--- config.mk ---
export PLATFORM = sky130hd
export DESIGN_NAME = swv_scratchpad
export DESIGN_NICKNAME = d
export VERILOG_FILES = /design/src/swv_pkg.sv /design/src/swv_crc16.sv /design/src/swv_scratchpad.sv
export SDC_FILE = /design/constraint.sdc
export NUM_CORES = 1
export LEC_CHECK = 0
export ABC_AREA = 1
export BUFFER_PORTS_ARGS = -buffer_cell sky130_fd_sc_hd__buf_2
export CORE_ASPECT_RATIO = 1.75
export CORE_MARGIN = 2
export CORE_UTILIZATION = 45
export CTS_CLUSTER_DIAMETER = 50
export CTS_CLUSTER_SIZE = 40
export DETAILED_ROUTE_END_ITERATION = 10
export SKIP_LAST_GASP = 1
export SLEW_MARGIN = 40
export SYNTH_ARGS = -nofsm -noshare
export SYNTH_HDL_FRONTEND = slang
export SYNTH_SLANG_ARGS = --single-unit
--- constraint.sdc ---
create_clock -name mclk -period 7.6 [get_ports mclk]
set_input_delay 1.52 -clock mclk [delete_from_list [all_inputs] [get_ports mclk]]
set_output_delay 1.52 -clock mclk [all_outputs]
set_load 0.01 [all_outputs]
--- src/swv_pkg.sv ---
// Constants and types shared by the scratchpad write, verify and copy block
package swv_pkg;

  // Command codes
  localparam logic [7:0]  CMD_WRITE_SP     = 8'h0F;
  localparam logic [7:0]  CMD_READ_SP      = 8'hAA;
  localparam logic [7:0]  CMD_COPY_SP      = 8'h99;

  // Geometry
  localparam int          ADDR_W           = 16;
  localparam int          OFFS_W           = 5;
  localparam int          SP_BYTES         = 32;
  localparam int          PW_BITS          = 64;
  localparam int          AUTH_BYTES       = 3;
  localparam logic [4:0]  END_OFFSET_FULL  = 5'h1F;

  // Status byte layout
  localparam int          ES_PF_BIT        = 5;
  localparam int          ES_ZERO_BIT      = 6;
  localparam int          ES_AA_BIT        = 7;

  // CRC-16, x16+x15+x2+1, reflected form for LSB-first shifting
  localparam logic [15:0] CRC_POLY_REV     = 16'hA001;
  localparam logic [15:0] CRC_INIT         = 16'h0000;

  // Transmit patterns
  localparam logic [15:0] TX_ALL_ONES      = 16'hFFFF;
  localparam logic [15:0] TX_ALTERNATE     = 16'h5555;
  localparam logic [7:0]  TX_FILL          = 8'hFF;

  // Register pages, refused as copy targets during a mission
  localparam logic [15:0] REG_PAGE_FIRST   = 16'h0200;
  localparam logic [15:0] REG_PAGE_LAST    = 16'h023F;

  // Timing
  localparam int          CLK_PERIOD_PS    = 50000;
  localparam int          COPY_BYTE_NS     = 2;
  localparam int          COPY_BYTE_CYCLES = (COPY_BYTE_NS * 1000000 + CLK_PERIOD_PS - 1) / CLK_PERIOD_PS;

  typedef enum logic [3:0] {
    ST_DEAD,
    ST_CMD,
    ST_WADDR,
    ST_WDATA,
    ST_WCRC_LD,
    ST_RD,
    ST_RCRC_LD,
    ST_CRC,
    ST_ONES,
    ST_CAUTH,
    ST_CPW,
    ST_CHECK,
    ST_COPY,
    ST_ALT
  } swv_state_t;

endpackage

--- src/swv_crc16.sv ---
// Bit-serial CRC-16 generator, LSB first
`timescale 1ns/1ps
`default_nettype none
module swv_crc16
  import swv_pkg::*;
(
  input  wire logic        mclk,
  input  wire logic        rstn,
  input  wire logic        clr,
  input  wire logic        en,
  input  wire logic        din,
  output logic      [15:0] crc
);

  logic        fb;
  logic [15:0] crc_q;
  logic [15:0] crc_d;

  always_comb
  begin
    fb    = din ^ crc_q[0];
    crc_d = {1'b0, crc_q[15:1]} ^ (fb ? CRC_POLY_REV : CRC_INIT);
  end

  always_ff @(posedge mclk)
  begin
    if (!rstn || clr)
      crc_q <= CRC_INIT;
    else if (en)
      crc_q <= crc_d;
  end

  assign crc = crc_q;

endmodule
`default_nettype wire

--- src/swv_scratchpad.sv ---
// Scratchpad write, verify and password-checked copy command engine
`timescale 1ns/1ps
`default_nettype none
module swv_scratchpad
  import swv_pkg::*;
#(
  parameter int COPY_CYCLES = swv_pkg::COPY_BYTE_CYCLES
)
(
  input  wire logic                             mclk,
  input  wire logic                             rstn,
  input  wire logic                             bus_reset,
  input  wire logic                             wr_slot,
  input  wire logic                             wr_bit,
  input  wire logic                             rd_slot,
  output logic                                  tx_bit,
  output logic                                  tx_enable,
  input  wire logic                             od_enter,
  input  wire logic                             od_exit,
  output logic                                  overdrive_select,
  input  wire logic                             mission_active,
  input  wire logic                             pw_check_enable,
  input  wire logic [swv_pkg::PW_BITS-1:0]      full_password,
  input  wire logic                             mem_internal_busy,
  output logic                                  mem_wr_en,
  output logic      [swv_pkg::ADDR_W-1:0]       mem_wr_addr,
  output logic      [7:0]                       mem_wr_data,
  output logic                                  copy_busy,
  output logic      [7:0]                       target_address_low,
  output logic      [7:0]                       target_address_high,
  output logic      [7:0]                       ending_offset_status
);
  import swv_pkg::*;

  localparam logic [6:0] PW_LAST   = 7'(PW_BITS - 1);
  localparam logic [6:0] AUTH_LAST = 7'(AUTH_BYTES - 1);
  localparam logic [8:0] CRC_LAST  = 9'd15;
  localparam logic [5:0] BYTE_TA1  = 6'd0;
  localparam logic [5:0] BYTE_TA2  = 6'd1;
  localparam logic [5:0] BYTE_ES   = 6'd2;
  localparam int         WAIT_W    = $clog2(COPY_CYCLES + 1);
  localparam logic [WAIT_W-1:0] WAIT_LAST = WAIT_W'(COPY_CYCLES - 1);

  swv_state_t          state_q;
  logic [8:0]          cnt_q;
  logic [2:0]          bit_q;
  logic [7:0]          rx_sr_q;
  logic [7:0]          ta_lo_q;
  logic [7:0]          ta_hi_q;
  logic [OFFS_W-1:0]   end_off_q;
  logic [OFFS_W-1:0]   ptr_q;
  logic                pf_q;
  logic                aa_q;
  logic [7:0]          sp_q [SP_BYTES];
  logic [15:0]         tx_sr_q;
  logic [23:0]         auth_q;
  logic [PW_BITS-1:0]  pw_sr_q;
  logic [WAIT_W-1:0]   wait_q;
  logic                od_q;
  logic                mem_en_q;
  logic [ADDR_W-1:0]   mem_addr_q;
  logic [7:0]          mem_data_q;

  logic [7:0]          rx_byte;
  logic [7:0]          es_byte;
  logic                rx_state;
  logic                byte_done;
  logic                rd_byte_end;
  logic                reset_taken;
  logic                pw_bad;
  logic                reg_page;
  logic                copy_ok;
  logic                copy_step;
  logic [OFFS_W-1:0]   ptr_next;
  logic [15:0]         crc;
  logic                crc_en;
  logic                crc_din;

  assign rx_byte     = {wr_bit, rx_sr_q[7:1]};
  assign es_byte     = {aa_q, 1'b0, pf_q, end_off_q};
  assign rx_state    = (state_q == ST_CMD) || (state_q == ST_WADDR) || (state_q == ST_WDATA)
                    || (state_q == ST_CAUTH) || (state_q == ST_CPW);
  assign byte_done   = wr_slot && rx_state && (bit_q == 3'd7);
  assign rd_byte_end = rd_slot && (state_q == ST_RD) && (cnt_q[2:0] == 3'd7);
  assign reset_taken = bus_reset && (state_q != ST_COPY);
  assign ptr_next    = ptr_q + 5'd1;
  assign pw_bad      = pw_check_enable && (pw_sr_q != full_password);
  assign reg_page    = ({ta_hi_q, ta_lo_q} >= REG_PAGE_FIRST) && ({ta_hi_q, ta_lo_q} <= REG_PAGE_LAST);
  // Data and calibration pages fall outside the register range, so they stay open
  assign copy_ok     = (auth_q == {es_byte, ta_hi_q, ta_lo_q})
                    && (end_off_q == END_OFFSET_FULL)
                    && !(mission_active && reg_page);
  // Sampling owns the memory port while it is busy; copy just waits a turn
  assign copy_step   = (state_q == ST_COPY) && (wait_q == WAIT_LAST) && !mem_internal_busy;

  // CRC covers received bits in command and write phases and sent bits in the read phase
  assign crc_en  = (wr_slot && ((state_q == ST_CMD) || (state_q == ST_WADDR) || (state_q == ST_WDATA)))
                || (rd_slot && (state_q == ST_RD));
  assign crc_din = (state_q == ST_RD) ? tx_sr_q[0] : wr_bit;

  swv_crc16 u_crc (
    .mclk (mclk),
    .rstn (rstn),
    .clr  (reset_taken),
    .en   (crc_en),
    .din  (crc_din),
    .crc  (crc)
  );

  // Sequencer
  always_ff @(posedge mclk)
  begin
    if (!rstn)
    begin
      state_q <= ST_DEAD;
      cnt_q   <= '0;
    end
    else if (reset_taken)
    begin
      state_q <= ST_CMD;
      cnt_q   <= '0;
    end
    else
    begin
      unique case (state_q)
        ST_DEAD, ST_ONES, ST_ALT: ;
        ST_CMD:
          if (byte_done)
          begin
            cnt_q <= '0;
            if (rx_byte == CMD_WRITE_SP)
              state_q <= ST_WADDR;
            else if (rx_byte == CMD_READ_SP)
              state_q <= ST_RD;
            else if (rx_byte == CMD_COPY_SP)
              state_q <= ST_CAUTH;
            else
              state_q <= ST_DEAD;
          end
        ST_WADDR:
          if (byte_done)
          begin
            cnt_q <= cnt_q + 9'd1;
            if (cnt_q[0])
              state_q <= ST_WDATA;
          end
        ST_WDATA:
          if (byte_done && (ptr_q == END_OFFSET_FULL))
            state_q <= ST_WCRC_LD;
        ST_WCRC_LD, ST_RCRC_LD:
        begin
          cnt_q   <= '0;
          state_q <= ST_CRC;
        end
        ST_RD:
        begin
          if (rd_slot)
            cnt_q <= cnt_q + 9'd1;
          if (rd_byte_end && (cnt_q[8:3] > BYTE_ES) && (ptr_q == END_OFFSET_FULL))
            state_q <= ST_RCRC_LD;
        end
        ST_CRC:
          if (rd_slot)
          begin
            cnt_q <= cnt_q + 9'd1;
            if (cnt_q == CRC_LAST)
              state_q <= ST_ONES;
          end
        ST_CAUTH:
          if (byte_done)
          begin
            cnt_q <= (cnt_q[6:0] == AUTH_LAST) ? 9'd0 : cnt_q + 9'd1;
            if (cnt_q[6:0] == AUTH_LAST)
              state_q <= ST_CPW;
          end
        ST_CPW:
          if (wr_slot)
          begin
            cnt_q <= cnt_q + 9'd1;
            if (cnt_q[6:0] == PW_LAST)
              state_q <= ST_CHECK;
          end
        ST_CHECK:
          if (pw_bad || !copy_ok)
            state_q <= ST_DEAD;
          else
            state_q <= ST_COPY;
        ST_COPY:
          if (copy_step && (ptr_q == end_off_q))
            state_q <= ST_ALT;
      endcase
    end
  end

  // Receive bit position; 64 password bits keep byte alignment
  always_ff @(posedge mclk)
  begin
    if (!rstn || reset_taken)
      bit_q <= '0;
    else if (wr_slot && rx_state)
      bit_q <= bit_q + 3'd1;
  end

  always_ff @(posedge mclk)
  begin
    if (!rstn)
      rx_sr_q <= '0;
    else if (wr_slot && rx_state)
      rx_sr_q <= rx_byte;
  end

  // Address registers and status byte
  always_ff @(posedge mclk)
  begin
    if (!rstn)
    begin
      ta_lo_q   <= '0;
      ta_hi_q   <= '0;
      end_off_q <= '0;
      pf_q      <= 1'b0;
      aa_q      <= 1'b0;
    end
    else
    begin
      if (reset_taken && (state_q == ST_WDATA) && (bit_q != 3'd0))
        pf_q <= 1'b1;
      if (byte_done && (state_q == ST_CMD) && (rx_byte == CMD_WRITE_SP))
      begin
        aa_q <= 1'b0;
        pf_q <= 1'b0;
      end
      if (byte_done && (state_q == ST_WADDR))
      begin
        if (cnt_q[0])
          ta_hi_q <= rx_byte;
        else
          ta_lo_q <= rx_byte;
      end
      if (byte_done && (state_q == ST_WDATA))
        end_off_q <= ptr_q;
      if ((state_q == ST_CHECK) && !pw_bad && copy_ok)
        aa_q <= 1'b1;
    end
  end

  // Scratchpad pointer shared by write, read and copy
  always_ff @(posedge mclk)
  begin
    if (!rstn)
      ptr_q <= '0;
    else if (byte_done && (state_q == ST_WADDR) && !cnt_q[0])
      ptr_q <= rx_byte[OFFS_W-1:0];
    else if (byte_done && (state_q == ST_WDATA))
      ptr_q <= ptr_next;
    else if (byte_done && (state_q == ST_CMD) && (rx_byte == CMD_READ_SP))
      ptr_q <= ta_lo_q[OFFS_W-1:0];
    else if (rd_byte_end && (cnt_q[8:3] > BYTE_ES))
      ptr_q <= ptr_next;
    else if (state_q == ST_CHECK)
      ptr_q <= ta_lo_q[OFFS_W-1:0];
    else if (copy_step)
      ptr_q <= ptr_next;
  end

  // Scratchpad storage; a partial trailing byte never reaches here
  always_ff @(posedge mclk)
  begin
    if (byte_done && (state_q == ST_WDATA))
      sp_q[ptr_q] <= rx_byte;
  end

  always_ff @(posedge mclk)
  begin
    if (!rstn)
      auth_q <= '0;
    else if (byte_done && (state_q == ST_CAUTH))
      auth_q <= {rx_byte, auth_q[23:8]};
  end

  always_ff @(posedge mclk)
  begin
    if (!rstn)
      pw_sr_q <= '0;
    else if (wr_slot && (state_q == ST_CPW))
      pw_sr_q <= {wr_bit, pw_sr_q[PW_BITS-1:1]};
  end

  // Transmit shifter: ones fill in behind, so the CRC tail runs into ones by itself
  always_ff @(posedge mclk)
  begin
    if (!rstn)
      tx_sr_q <= TX_ALL_ONES;
    else if (byte_done && (state_q == ST_CMD) && (rx_byte == CMD_READ_SP))
      tx_sr_q <= {TX_FILL, ta_lo_q};
    else if (rd_byte_end)
    begin
      if (cnt_q[8:3] == BYTE_TA1)
        tx_sr_q <= {TX_FILL, ta_hi_q};
      else if (cnt_q[8:3] == BYTE_TA2)
        tx_sr_q <= {TX_FILL, es_byte};
      else if (cnt_q[8:3] == BYTE_ES)
        tx_sr_q <= {TX_FILL, sp_q[ptr_q]};
      else
        tx_sr_q <= {TX_FILL, sp_q[ptr_next]};
    end
    else if ((state_q == ST_WCRC_LD) || (state_q == ST_RCRC_LD))
      tx_sr_q <= ~crc;
    else if (copy_step && (ptr_q == end_off_q))
      tx_sr_q <= TX_ALTERNATE;
    else if (rd_slot && (state_q == ST_ALT))
      tx_sr_q <= {tx_sr_q[0], tx_sr_q[15:1]};
    else if (rd_slot)
      tx_sr_q <= {1'b1, tx_sr_q[15:1]};
  end

  // Copy pacing: one byte per byte time, longer if sampling holds the port
  always_ff @(posedge mclk)
  begin
    if (!rstn || (state_q != ST_COPY) || copy_step)
      wait_q <= '0;
    else if (wait_q != WAIT_LAST)
      wait_q <= wait_q + WAIT_W'(1);
  end

  always_ff @(posedge mclk)
  begin
    if (!rstn)
    begin
      mem_en_q   <= 1'b0;
      mem_addr_q <= '0;
      mem_data_q <= '0;
    end
    else
    begin
      mem_en_q <= copy_step;
      if (copy_step)
      begin
        mem_addr_q <= {ta_hi_q, ta_lo_q[7:OFFS_W], ptr_q};
        mem_data_q <= sp_q[ptr_q];
      end
    end
  end

  // Speed selection, standard after power-up
  always_ff @(posedge mclk)
  begin
    if (!rstn || (od_exit && !od_enter))
      od_q <= 1'b0;
    else if (od_enter)
      od_q <= 1'b1;
  end

  assign tx_bit               = tx_sr_q[0];
  // Bus released in every receive state and after a failed check
  assign tx_enable            = (state_q == ST_RD) || (state_q == ST_CRC) || (state_q == ST_ONES)
                             || (state_q == ST_ALT);
  assign overdrive_select     = od_q;
  assign mem_wr_en            = mem_en_q;
  assign mem_wr_addr          = mem_addr_q;
  assign mem_wr_data          = mem_data_q;
  assign copy_busy            = (state_q == ST_COPY) || (state_q == ST_CHECK);
  assign target_address_low   = ta_lo_q;
  assign target_address_high  = ta_hi_q;
  assign ending_offset_status = es_byte;

endmodule
`default_nettype wire

==> tab_implementation.tex, run 1 <==
\begin{tabular}{lr}
\hline
Metric & Value \\
\hline
\multicolumn{2}{l}{\textbf{Layout}} \\
\quad Final cell utilization of the core & 50.2\% \\
\quad Post-route insts no fill & 3560 \\
\quad Number of diodes added for antenna fixing & 0 \\
\quad Share of layout cells above drive strength 1 & 9.85\% \\
\quad Layout area overhead & 10.1\% \\
\quad Total Nets Final & 2955 \\
\multicolumn{2}{l}{\textbf{Setup path}} \\
\quad Termination of the worst setup path & sp\_q[27][3] \\
\quad Setup CP Type & in -> reg \\
\quad Ordered cell list for the critical path & buf\_2 > buf\_4 > nand3\_1 > nand2\_4 > nand2\_4 > nor2\_2 > nand2\_1 > nor2\_1 \\
\quad Top Family by Delay on Critical Path & simple AND/OR/NAND/NOR gates \\
\quad Total number of cells along the worst setup path & 8 \\
\quad Maximum fanout along the worst path & 54 \\
\quad CP startpoint kind & input pin \\
\quad Cells on worst reg2reg path & 17 \\
\quad Slowest stage cell on the critical path & nor2\_1 \\
\quad Required time at the worst-slack endpoint & 7.79 ns \\
\quad Worst flop-to-flop path endpoint & tx\_sr\_q[3] \\
\quad Crit. End Element & flop \\
\quad Cell seen most often among critical-path stages & nand2\_4 \\
\quad Signal arrival time at the worst endpoint & 4.56 ns \\
\quad Critical path origin & wr\_slot \\
\quad Worst reg2reg setup slack & 3.77 ns \\
\quad Largest stage delay on the critical path & 0.72 ns \\
\quad Critical path buffer and inverter count & 2 \\
\multicolumn{2}{l}{\textbf{Routing}} \\
\quad Detail-routed via count per cell & 5.81 \\
\quad Post-detailed-route DRC marker count & 0 \\
\quad DRT antenna net count & 0 \\
\quad Post-Route WL & 80700 um \\
\quad Routed length per instance & 22.7 um \\
\quad Vias after detailed routing & 20688 \\
\quad Number of iterations in the first detailed-routing pass & 6 \\
\quad Starting DRC count in detailed routing & 2207 \\
\multicolumn{2}{l}{\textbf{Logic synthesis}} \\
\quad Dominant cell by count in the synthesized netlist & nand2\_1 \\
\quad Synth Area in Compound Gates & 11.1\% \\
\quad Average cell area after synthesis & 8.10 um\^{}2 \\
\quad Dominant combinational cell family by area after synthesis & simple AND/OR/NAND/NOR gates \\
\quad Cell area after synthesis & 23100 um\^{}2 \\
\quad Synth area leader & edfxtp\_1 \\
\quad Number of nets in the synthesized netlist & 2932 \\
\quad Synth area leaders & edfxtp\_1 (33\%), dfxtp\_1 (18\%), nand2\_1 (13\%) \\
\quad YS warnings & 0 \\
\quad Async set or reset register ratio after synthesis & 0\% \\
\quad Count of unique library cells instantiated by Yosys & 53 \\
\quad Seq cells post-synth & 464 \\
\quad Top cells by count, synth & nand2\_1 (779), nand3\_1 (445), edfxtp\_1 (256) \\
\quad Share of the synthesized netlist area taken by xor and xnor gates & 2.92\% \\
\quad Most used flip-flop cell after synthesis & edfxtp\_1 \\
\quad Number of enable-type register cells in the synthesized netlist & 256 \\
\quad Proportion of synthesized area in mux cells & 0\% \\
\quad Sequential-to-total area share from yosys stat & 51.4\% \\
\quad Gate count of the mapped netlist & 2845 \\
\quad Area share of the largest cell type after synthesis & 33.3\% \\
\quad Share of synthesized cell area in full adder, half adder and majority cells & 0.651\% \\
\quad Simple-gate share of the synthesized area & 27.4\% \\
\multicolumn{2}{l}{\textbf{STA}} \\
\quad RSZ-0062 raised after global routing & false \\
\quad Aggregate negative setup slack & 0 ns \\
\quad Final-report hold violation count & 0 \\
\quad Final clock period utilization by the worst path & 57.4\% \\
\quad Final number of max-transition violations & 0 \\
\quad Achievable Freq & 229 MHz \\
\quad Transition at the pin with the smallest max-transition slack & 0.898 ns \\
\quad Rel. slew slack & 40.1\% \\
\quad Final setup violating endpoints & 0 \\
\quad PnR worst setup slack & 3.23 ns \\
\quad Time the final worst path needs with I/O delays and setup & 4.37 ns \\
\quad Clock Skews & 0.0339 ns \\
\multicolumn{2}{l}{\textbf{Global route}} \\
\quad Total GRT Usage & 30.1\% \\
\quad Largest net degree at the start of global routing & 103 \\
\quad Initial antenna violation count & 0 \\
\quad Vias in the first global route & 20220 \\
\quad Overflow after GRT & 0 \\
\quad First-pass GRT wire length & 121000 um \\
\multicolumn{2}{l}{\textbf{Pwr}} \\
\quad Internal power component & 3.76 mW \\
\quad Peak supply drop & 0.000200 V \\
\quad Proportion of power drawn by the clock network & 41.8\% \\
\quad Cell leakage power & 9.68 nW \\
\quad Share of total power consumed by net switching & 24.5\% \\
\quad Fraction of power consumed by sequential logic & 53.6\% \\
\quad Switch Pwr & 1.22 mW \\
\quad Power density over the cells & 196 nW/um\^{}2 \\
\quad Combinational power share & 4.6\% \\
\multicolumn{2}{l}{\textbf{Run}} \\
\quad Max-cap violation count & 0 \\
\multicolumn{2}{l}{\textbf{Clocking}} \\
\quad Hold Buf Count CTS & 0 \\
\quad Setup bufs post-CTS & 0 \\
\quad Buffer type at the clock tree root & clkbuf\_16 \\
\quad Clock buffer count from CTS & 34 \\
\quad CTS sink cnt & 464 \\
\quad H-tree depth reported by CTS & 2 \\
\quad Maximum root-to-sink buffer count & 3 \\
\quad Source-to-sink clock delay at the later pin of the worst-skew pair & 0.58 ns \\
\quad Clock-pin slew on the worst setup and hold paths & 0.10 ns \\
\quad Total of cells resized after clock tree synthesis & 0 \\
\quad CTS tree & done \\
\multicolumn{2}{l}{\textbf{Floorplan}} \\
\quad Number of placed I/O pins & 128 \\
\quad Core Footprint & 50600 um\^{}2 \\
\quad Die W & 175 um \\
\quad Die boundary height & 303 um \\
\quad DIE AREA & 53100 um\^{}2 \\
\quad Site Rows & 109 \\
\quad Effective utilization at floorplan & 45.6\% \\
\multicolumn{2}{l}{\textbf{Status}} \\
\quad Outcome & completed \\
\multicolumn{2}{l}{\textbf{Placement}} \\
\quad Routability-driven placement congestion ratio & 0.968 \\
\quad Number of buffers inserted by port buffering & 126 \\
\quad Worst Setup Slack post-DPL & 2.66 ns \\
\quad Total instance count after detailed placement & 3497 \\
\quad HPWL after detailed placement & 54200 um \\
\multicolumn{2}{l}{\textbf{Hold path}} \\
\quad Type of the worst min-delay path & reg -> reg \\
\hline
\end{tabular}
[cells by family (layout without fill, tap and decap cells)]
family          Yosys count  in the layout
fa+ha+maj                12             12
other cells               1              1
simple gates           1458           1458
buf+inv                 376            425
flops                   464            464
compound gates          458            458
xor+xnor                 76             76
[metrics by stage]
stage	hold WS [ns]	instance area, um^2	total power, mW
floorplan	0.441	23100	2.86
detailed placement	0.445	24100	2.96
global placement	0.441	24000	2.95
finish	0.477	25400	4.99
CTS	0.478	25400	5.02
global route	0.506	25400	5.13
[final cells by class]
cell class	count	area [um^2]
tap	666	833
sequential	464	11900
clock inverter	23	348
multi-input combinational	2005	9760
inverter	210	795
fill	4863	25200
timing repair buffer	153	857
clock buffer	39	933
[worst register-to-register path: cells and delay by family (launching register included)]
kind | cells | cell delay (ns)
DFF | 1 | 0.49
buffers and inverters | 3 | 1.58
and+or+nand+nor | 14 | 1.70
[cells in the final DEF, fill, tap and decap left out, types with 61 or more instances in the layout]
cell type,instances
xnor2_1,64
o21ai_0,173
edfxtp_1,256
nand3_1,445
buf_2,126
inv_1,190
a21oi_1,180
dfxtp_1,205
nor2_1,149
nand2_1,776
o211ai_1,61
[flip-flops by register name (all words and copies together) (netlist names), 9 cells and up, named ones only]
signal / cells
auth_q: 24
cnt_q: 9
mem_wr_addr: 16
pw_sr_q: 64
sp_q: 256
tx_sr_q: 16
u_crc.crc: 16
[routing by layer]
layer,vias up,share of wire [%],GRT usage (%)
met4,0,7.7,20.2
met5,-,0,0
li1,9645,-,-
met2,938,51,54.5
met3,284,6.4,3.99
met1,9821,35,32.5
[power by group through the flow]
stage | Clock, mW | Combinational [mW] | Sequential, mW
floorplan | 0 | 0.114 | 2.74
global placement | 0 | 0.225 | 2.73
detailed placement | 0 | 0.229 | 2.73
CTS | 2.12 | 0.230 | 2.67
global route | 2.20 | 0.251 | 2.67
finish | 2.08 | 0.231 | 2.67
[how the worst min path moves through the flow]
stage | slack, ns | start | end | cells past startpoint
floorplan | 0.44 | u_crc.crc[7] | u_crc.crc[6] | 2
global placement | 0.44 | mem_wr_addr[6] | mem_wr_addr[6] | 2
detailed placement | 0.44 | mem_wr_addr[15] | mem_wr_addr[15] | 2
CTS | 0.48 | tx_sr_q[10] | tx_sr_q[10] | 2
global route | 0.51 | auth_q[2] | auth_q[2] | 2
finish | 0.48 | mem_wr_addr[15] | mem_wr_addr[15] | 2
Note: power is estimated with default switching activity, not from simulation.
==> run 2, diff against run 1 <==
==> constraint.sdc (replaced) <==
create_clock -name mclk -period 4.2 [get_ports mclk]
set_input_delay 0.84 -clock mclk [delete_from_list [all_inputs] [get_ports mclk]]
set_output_delay 0.84 -clock mclk [all_outputs]
set_load 0.01 [all_outputs]
==> tab_implementation.tex, run 2 (same netlist as run 1, synthesis figures left out) <==
\begin{tabular}{lr}
\hline
Metric & Value \\
\hline
\multicolumn{2}{l}{\textbf{Status}} \\
\quad Outcome & completed \\
\multicolumn{2}{l}{\textbf{Routing}} \\
\quad Detail-routed via count per cell & 5.69 \\
\quad Number of iterations in the first detailed-routing pass & 6 \\
\quad Routed length per instance & 21.7 um \\
\quad Vias after detailed routing & 20370 \\
\quad Starting DRC count in detailed routing & 2274 \\
\quad DRT antenna net count & 0 \\
\quad Post-detailed-route DRC marker count & 0 \\
\quad Post-Route WL & 77600 um \\
\multicolumn{2}{l}{\textbf{Clocking}} \\
\quad Setup bufs post-CTS & 0 \\
\quad H-tree depth reported by CTS & 2 \\
\quad CTS sink cnt & 464 \\
\quad Hold Buf Count CTS & 0 \\
\quad Total of cells resized after clock tree synthesis & 0 \\
\quad Buffer type at the clock tree root & clkbuf\_16 \\
\quad Maximum root-to-sink buffer count & 3 \\
\quad Clock buffer count from CTS & 36 \\
\quad Clock-pin slew on the worst setup and hold paths & 0.09 ns \\
\quad Source-to-sink clock delay at the later pin of the worst-skew pair & 0.56 ns \\
\quad CTS tree & done \\
\multicolumn{2}{l}{\textbf{Placement}} \\
\quad Placed inst area & 24200 um\^{}2 \\
\quad Total instance count after detailed placement & 3514 \\
\quad HPWL after detailed placement & 53200 um \\
\quad Routability-driven placement congestion ratio & 0.966 \\
\quad Number of buffers inserted by port buffering & 126 \\
\multicolumn{2}{l}{\textbf{Global route}} \\
\quad Initial antenna violation count & 0 \\
\quad First-pass GRT wire length & 116000 um \\
\quad Vias in the first global route & 19632 \\
\quad Overflow after GRT & 0 \\
\quad Largest net degree at the start of global routing & 88 \\
\quad Total GRT Usage & 28.8\% \\
\multicolumn{2}{l}{\textbf{Pwr}} \\
\quad Peak supply drop & 0.000332 V \\
\quad Cell leakage power & 9.74 nW \\
\quad Power density over the cells & 349 nW/um\^{}2 \\
\multicolumn{2}{l}{\textbf{Layout}} \\
\quad Post-route insts no fill & 3578 \\
\quad Share of layout cells above drive strength 1 & 10.3\% \\
\quad Number of diodes added for antenna fixing & 0 \\
\quad Most frequent standard cell in the layout excluding fill and tap cells & nand2\_1 \\
\quad Layout area overhead & 10.4\% \\
\quad Commonest non-fill, non-tap cells in the layout & nand2\_1 (777), nand3\_1 (445), edfxtp\_1 (256), dfxtp\_1 (205), inv\_1 (189) \\
\quad Number of flip-flops under the largest register name & 256 \\
\quad Area taken by flip-flops and latches & 11900 um\^{}2 \\
\quad Total Nets Final & 2973 \\
\quad Reg with most FFs & sp\_q \\
\quad Area of all placed cells without fillers & 25500 um\^{}2 \\
\quad Multi-input gate area in the final layout & 9740 um\^{}2 \\
\quad Final cell utilization of the core & 50.3\% \\
\quad Fillers & 4784 \\
\quad Top flop regs & sp\_q x256, pw\_sr\_q x64, auth\_q x24 \\
\multicolumn{2}{l}{\textbf{Setup path}} \\
\quad Critical path origin & state\_q[0] \\
\quad CP startpoint kind & flop \\
\quad Cells on worst reg2reg path & 10 \\
\quad Worst R2R Start & state\_q[0] \\
\quad Signal arrival time at the worst endpoint & 3.71 ns \\
\quad Worst flop-to-flop path endpoint & sp\_q[4][2] \\
\quad Required time at the worst-slack endpoint & 4.39 ns \\
\quad Worst reg2reg setup slack & 0.68 ns \\
\quad Termination of the worst setup path & sp\_q[4][2] \\
\quad Crit. End Element & flop \\
\quad Maximum fanout along the worst path & 14 \\
\quad Setup CP Type & reg -> reg \\
\multicolumn{2}{l}{\textbf{STA}} \\
\quad Achievable Freq & 284 MHz \\
\quad Clock Skews & 0.0209 ns \\
\quad Aggregate negative setup slack & 0 ns \\
\quad Time the final worst path needs with I/O delays and setup & 3.52 ns \\
\quad Final-report hold violation count & 0 \\
\quad Rel. slew slack & 46.6\% \\
\quad Final setup violating endpoints & 0 \\
\quad RSZ-0062 raised after global routing & false \\
\quad Final number of max-transition violations & 0 \\
\quad Final clock period utilization by the worst path & 83.9\% \\
\quad Transition at the pin with the smallest max-transition slack & 0.799 ns \\
\multicolumn{2}{l}{\textbf{Floorplan}} \\
\quad DIE AREA & 53100 um\^{}2 \\
\quad Site Rows & 109 \\
\quad Die W & 175 um \\
\quad Core Footprint & 50600 um\^{}2 \\
\quad Number of placed I/O pins & 128 \\
\quad Die boundary height & 303 um \\
\quad Effective utilization at floorplan & 45.6\% \\
\multicolumn{2}{l}{\textbf{Run}} \\
\quad Max-cap violation count & 0 \\
\multicolumn{2}{l}{\textbf{Hold path}} \\
\quad Type of the worst min-delay path & reg -> reg \\
\hline
\end{tabular}
[run 2: where the power goes]
group | internal [mW] | switching, mW | total (mW) | leakage, nW
clock network | 1.84 | 1.81 | 3.65 | 0.599
logic | 0.119 | 0.287 | 0.406 | 5.05
registers | 4.82 | 0.0183 | 4.83 | 4.09
[run 2: area by class of cell]
type,instances,share of cell area (%)
Multi-Input combinational cell,2005,38.3
Clock buffer,38,3.69
Timing Repair Buffer,169,3.87
Tap cell,666,3.27
Sequential cell,464,46.6
Inverter,210,3.11
Clock inverter,26,1.19
[run 2: metrics by stage]
stage	total power, mW	setup slack [ns]	hold slack (ns)
floorplan	5.17	1.44	0.441
global placement	5.34	0.633	0.442
detailed placement	5.35	0.504	0.450
CTS	8.96	0.700	0.478
global route	9.15	0.485	0.501
finish	8.89	0.677	0.476
[run 2: worst max-delay path: stages (launching register included)]
cell and delay (ns):
dfxtp_1 0.41, inv_2 0.08, nor2_4 0.18, nand2_2 0.14, nand2_2 0.12, nand2_2 0.06, nand2_4 0.14, nand2_4 0.16
nor2_2 0.48, nand2_1 0.59, nor2_1 0.78
[run 2: routing by layer]
layer,vias up,GRT usage [%],share of wire [%]
li1,9682,-,-
met1,9602,31.7,36
met2,849,51.3,50
met3,237,3.99,6.1
met4,0,19.8,7.6
met5,-,0,0
[run 2: worst min path at each step]
stage | to | start | cells past startpoint | slack, ns
after floorplan | u_crc.crc[6] | u_crc.crc[7] | 2 | 0.44
after global placement | mem_wr_addr[6] | mem_wr_addr[6] | 2 | 0.44
after detailed placement | mem_wr_addr[15] | mem_wr_addr[15] | 2 | 0.45
after CTS | pw_sr_q[37] | pw_sr_q[37] | 2 | 0.48
after global routing | pw_sr_q[37] | pw_sr_q[37] | 2 | 0.50
final | pw_sr_q[37] | pw_sr_q[37] | 2 | 0.48
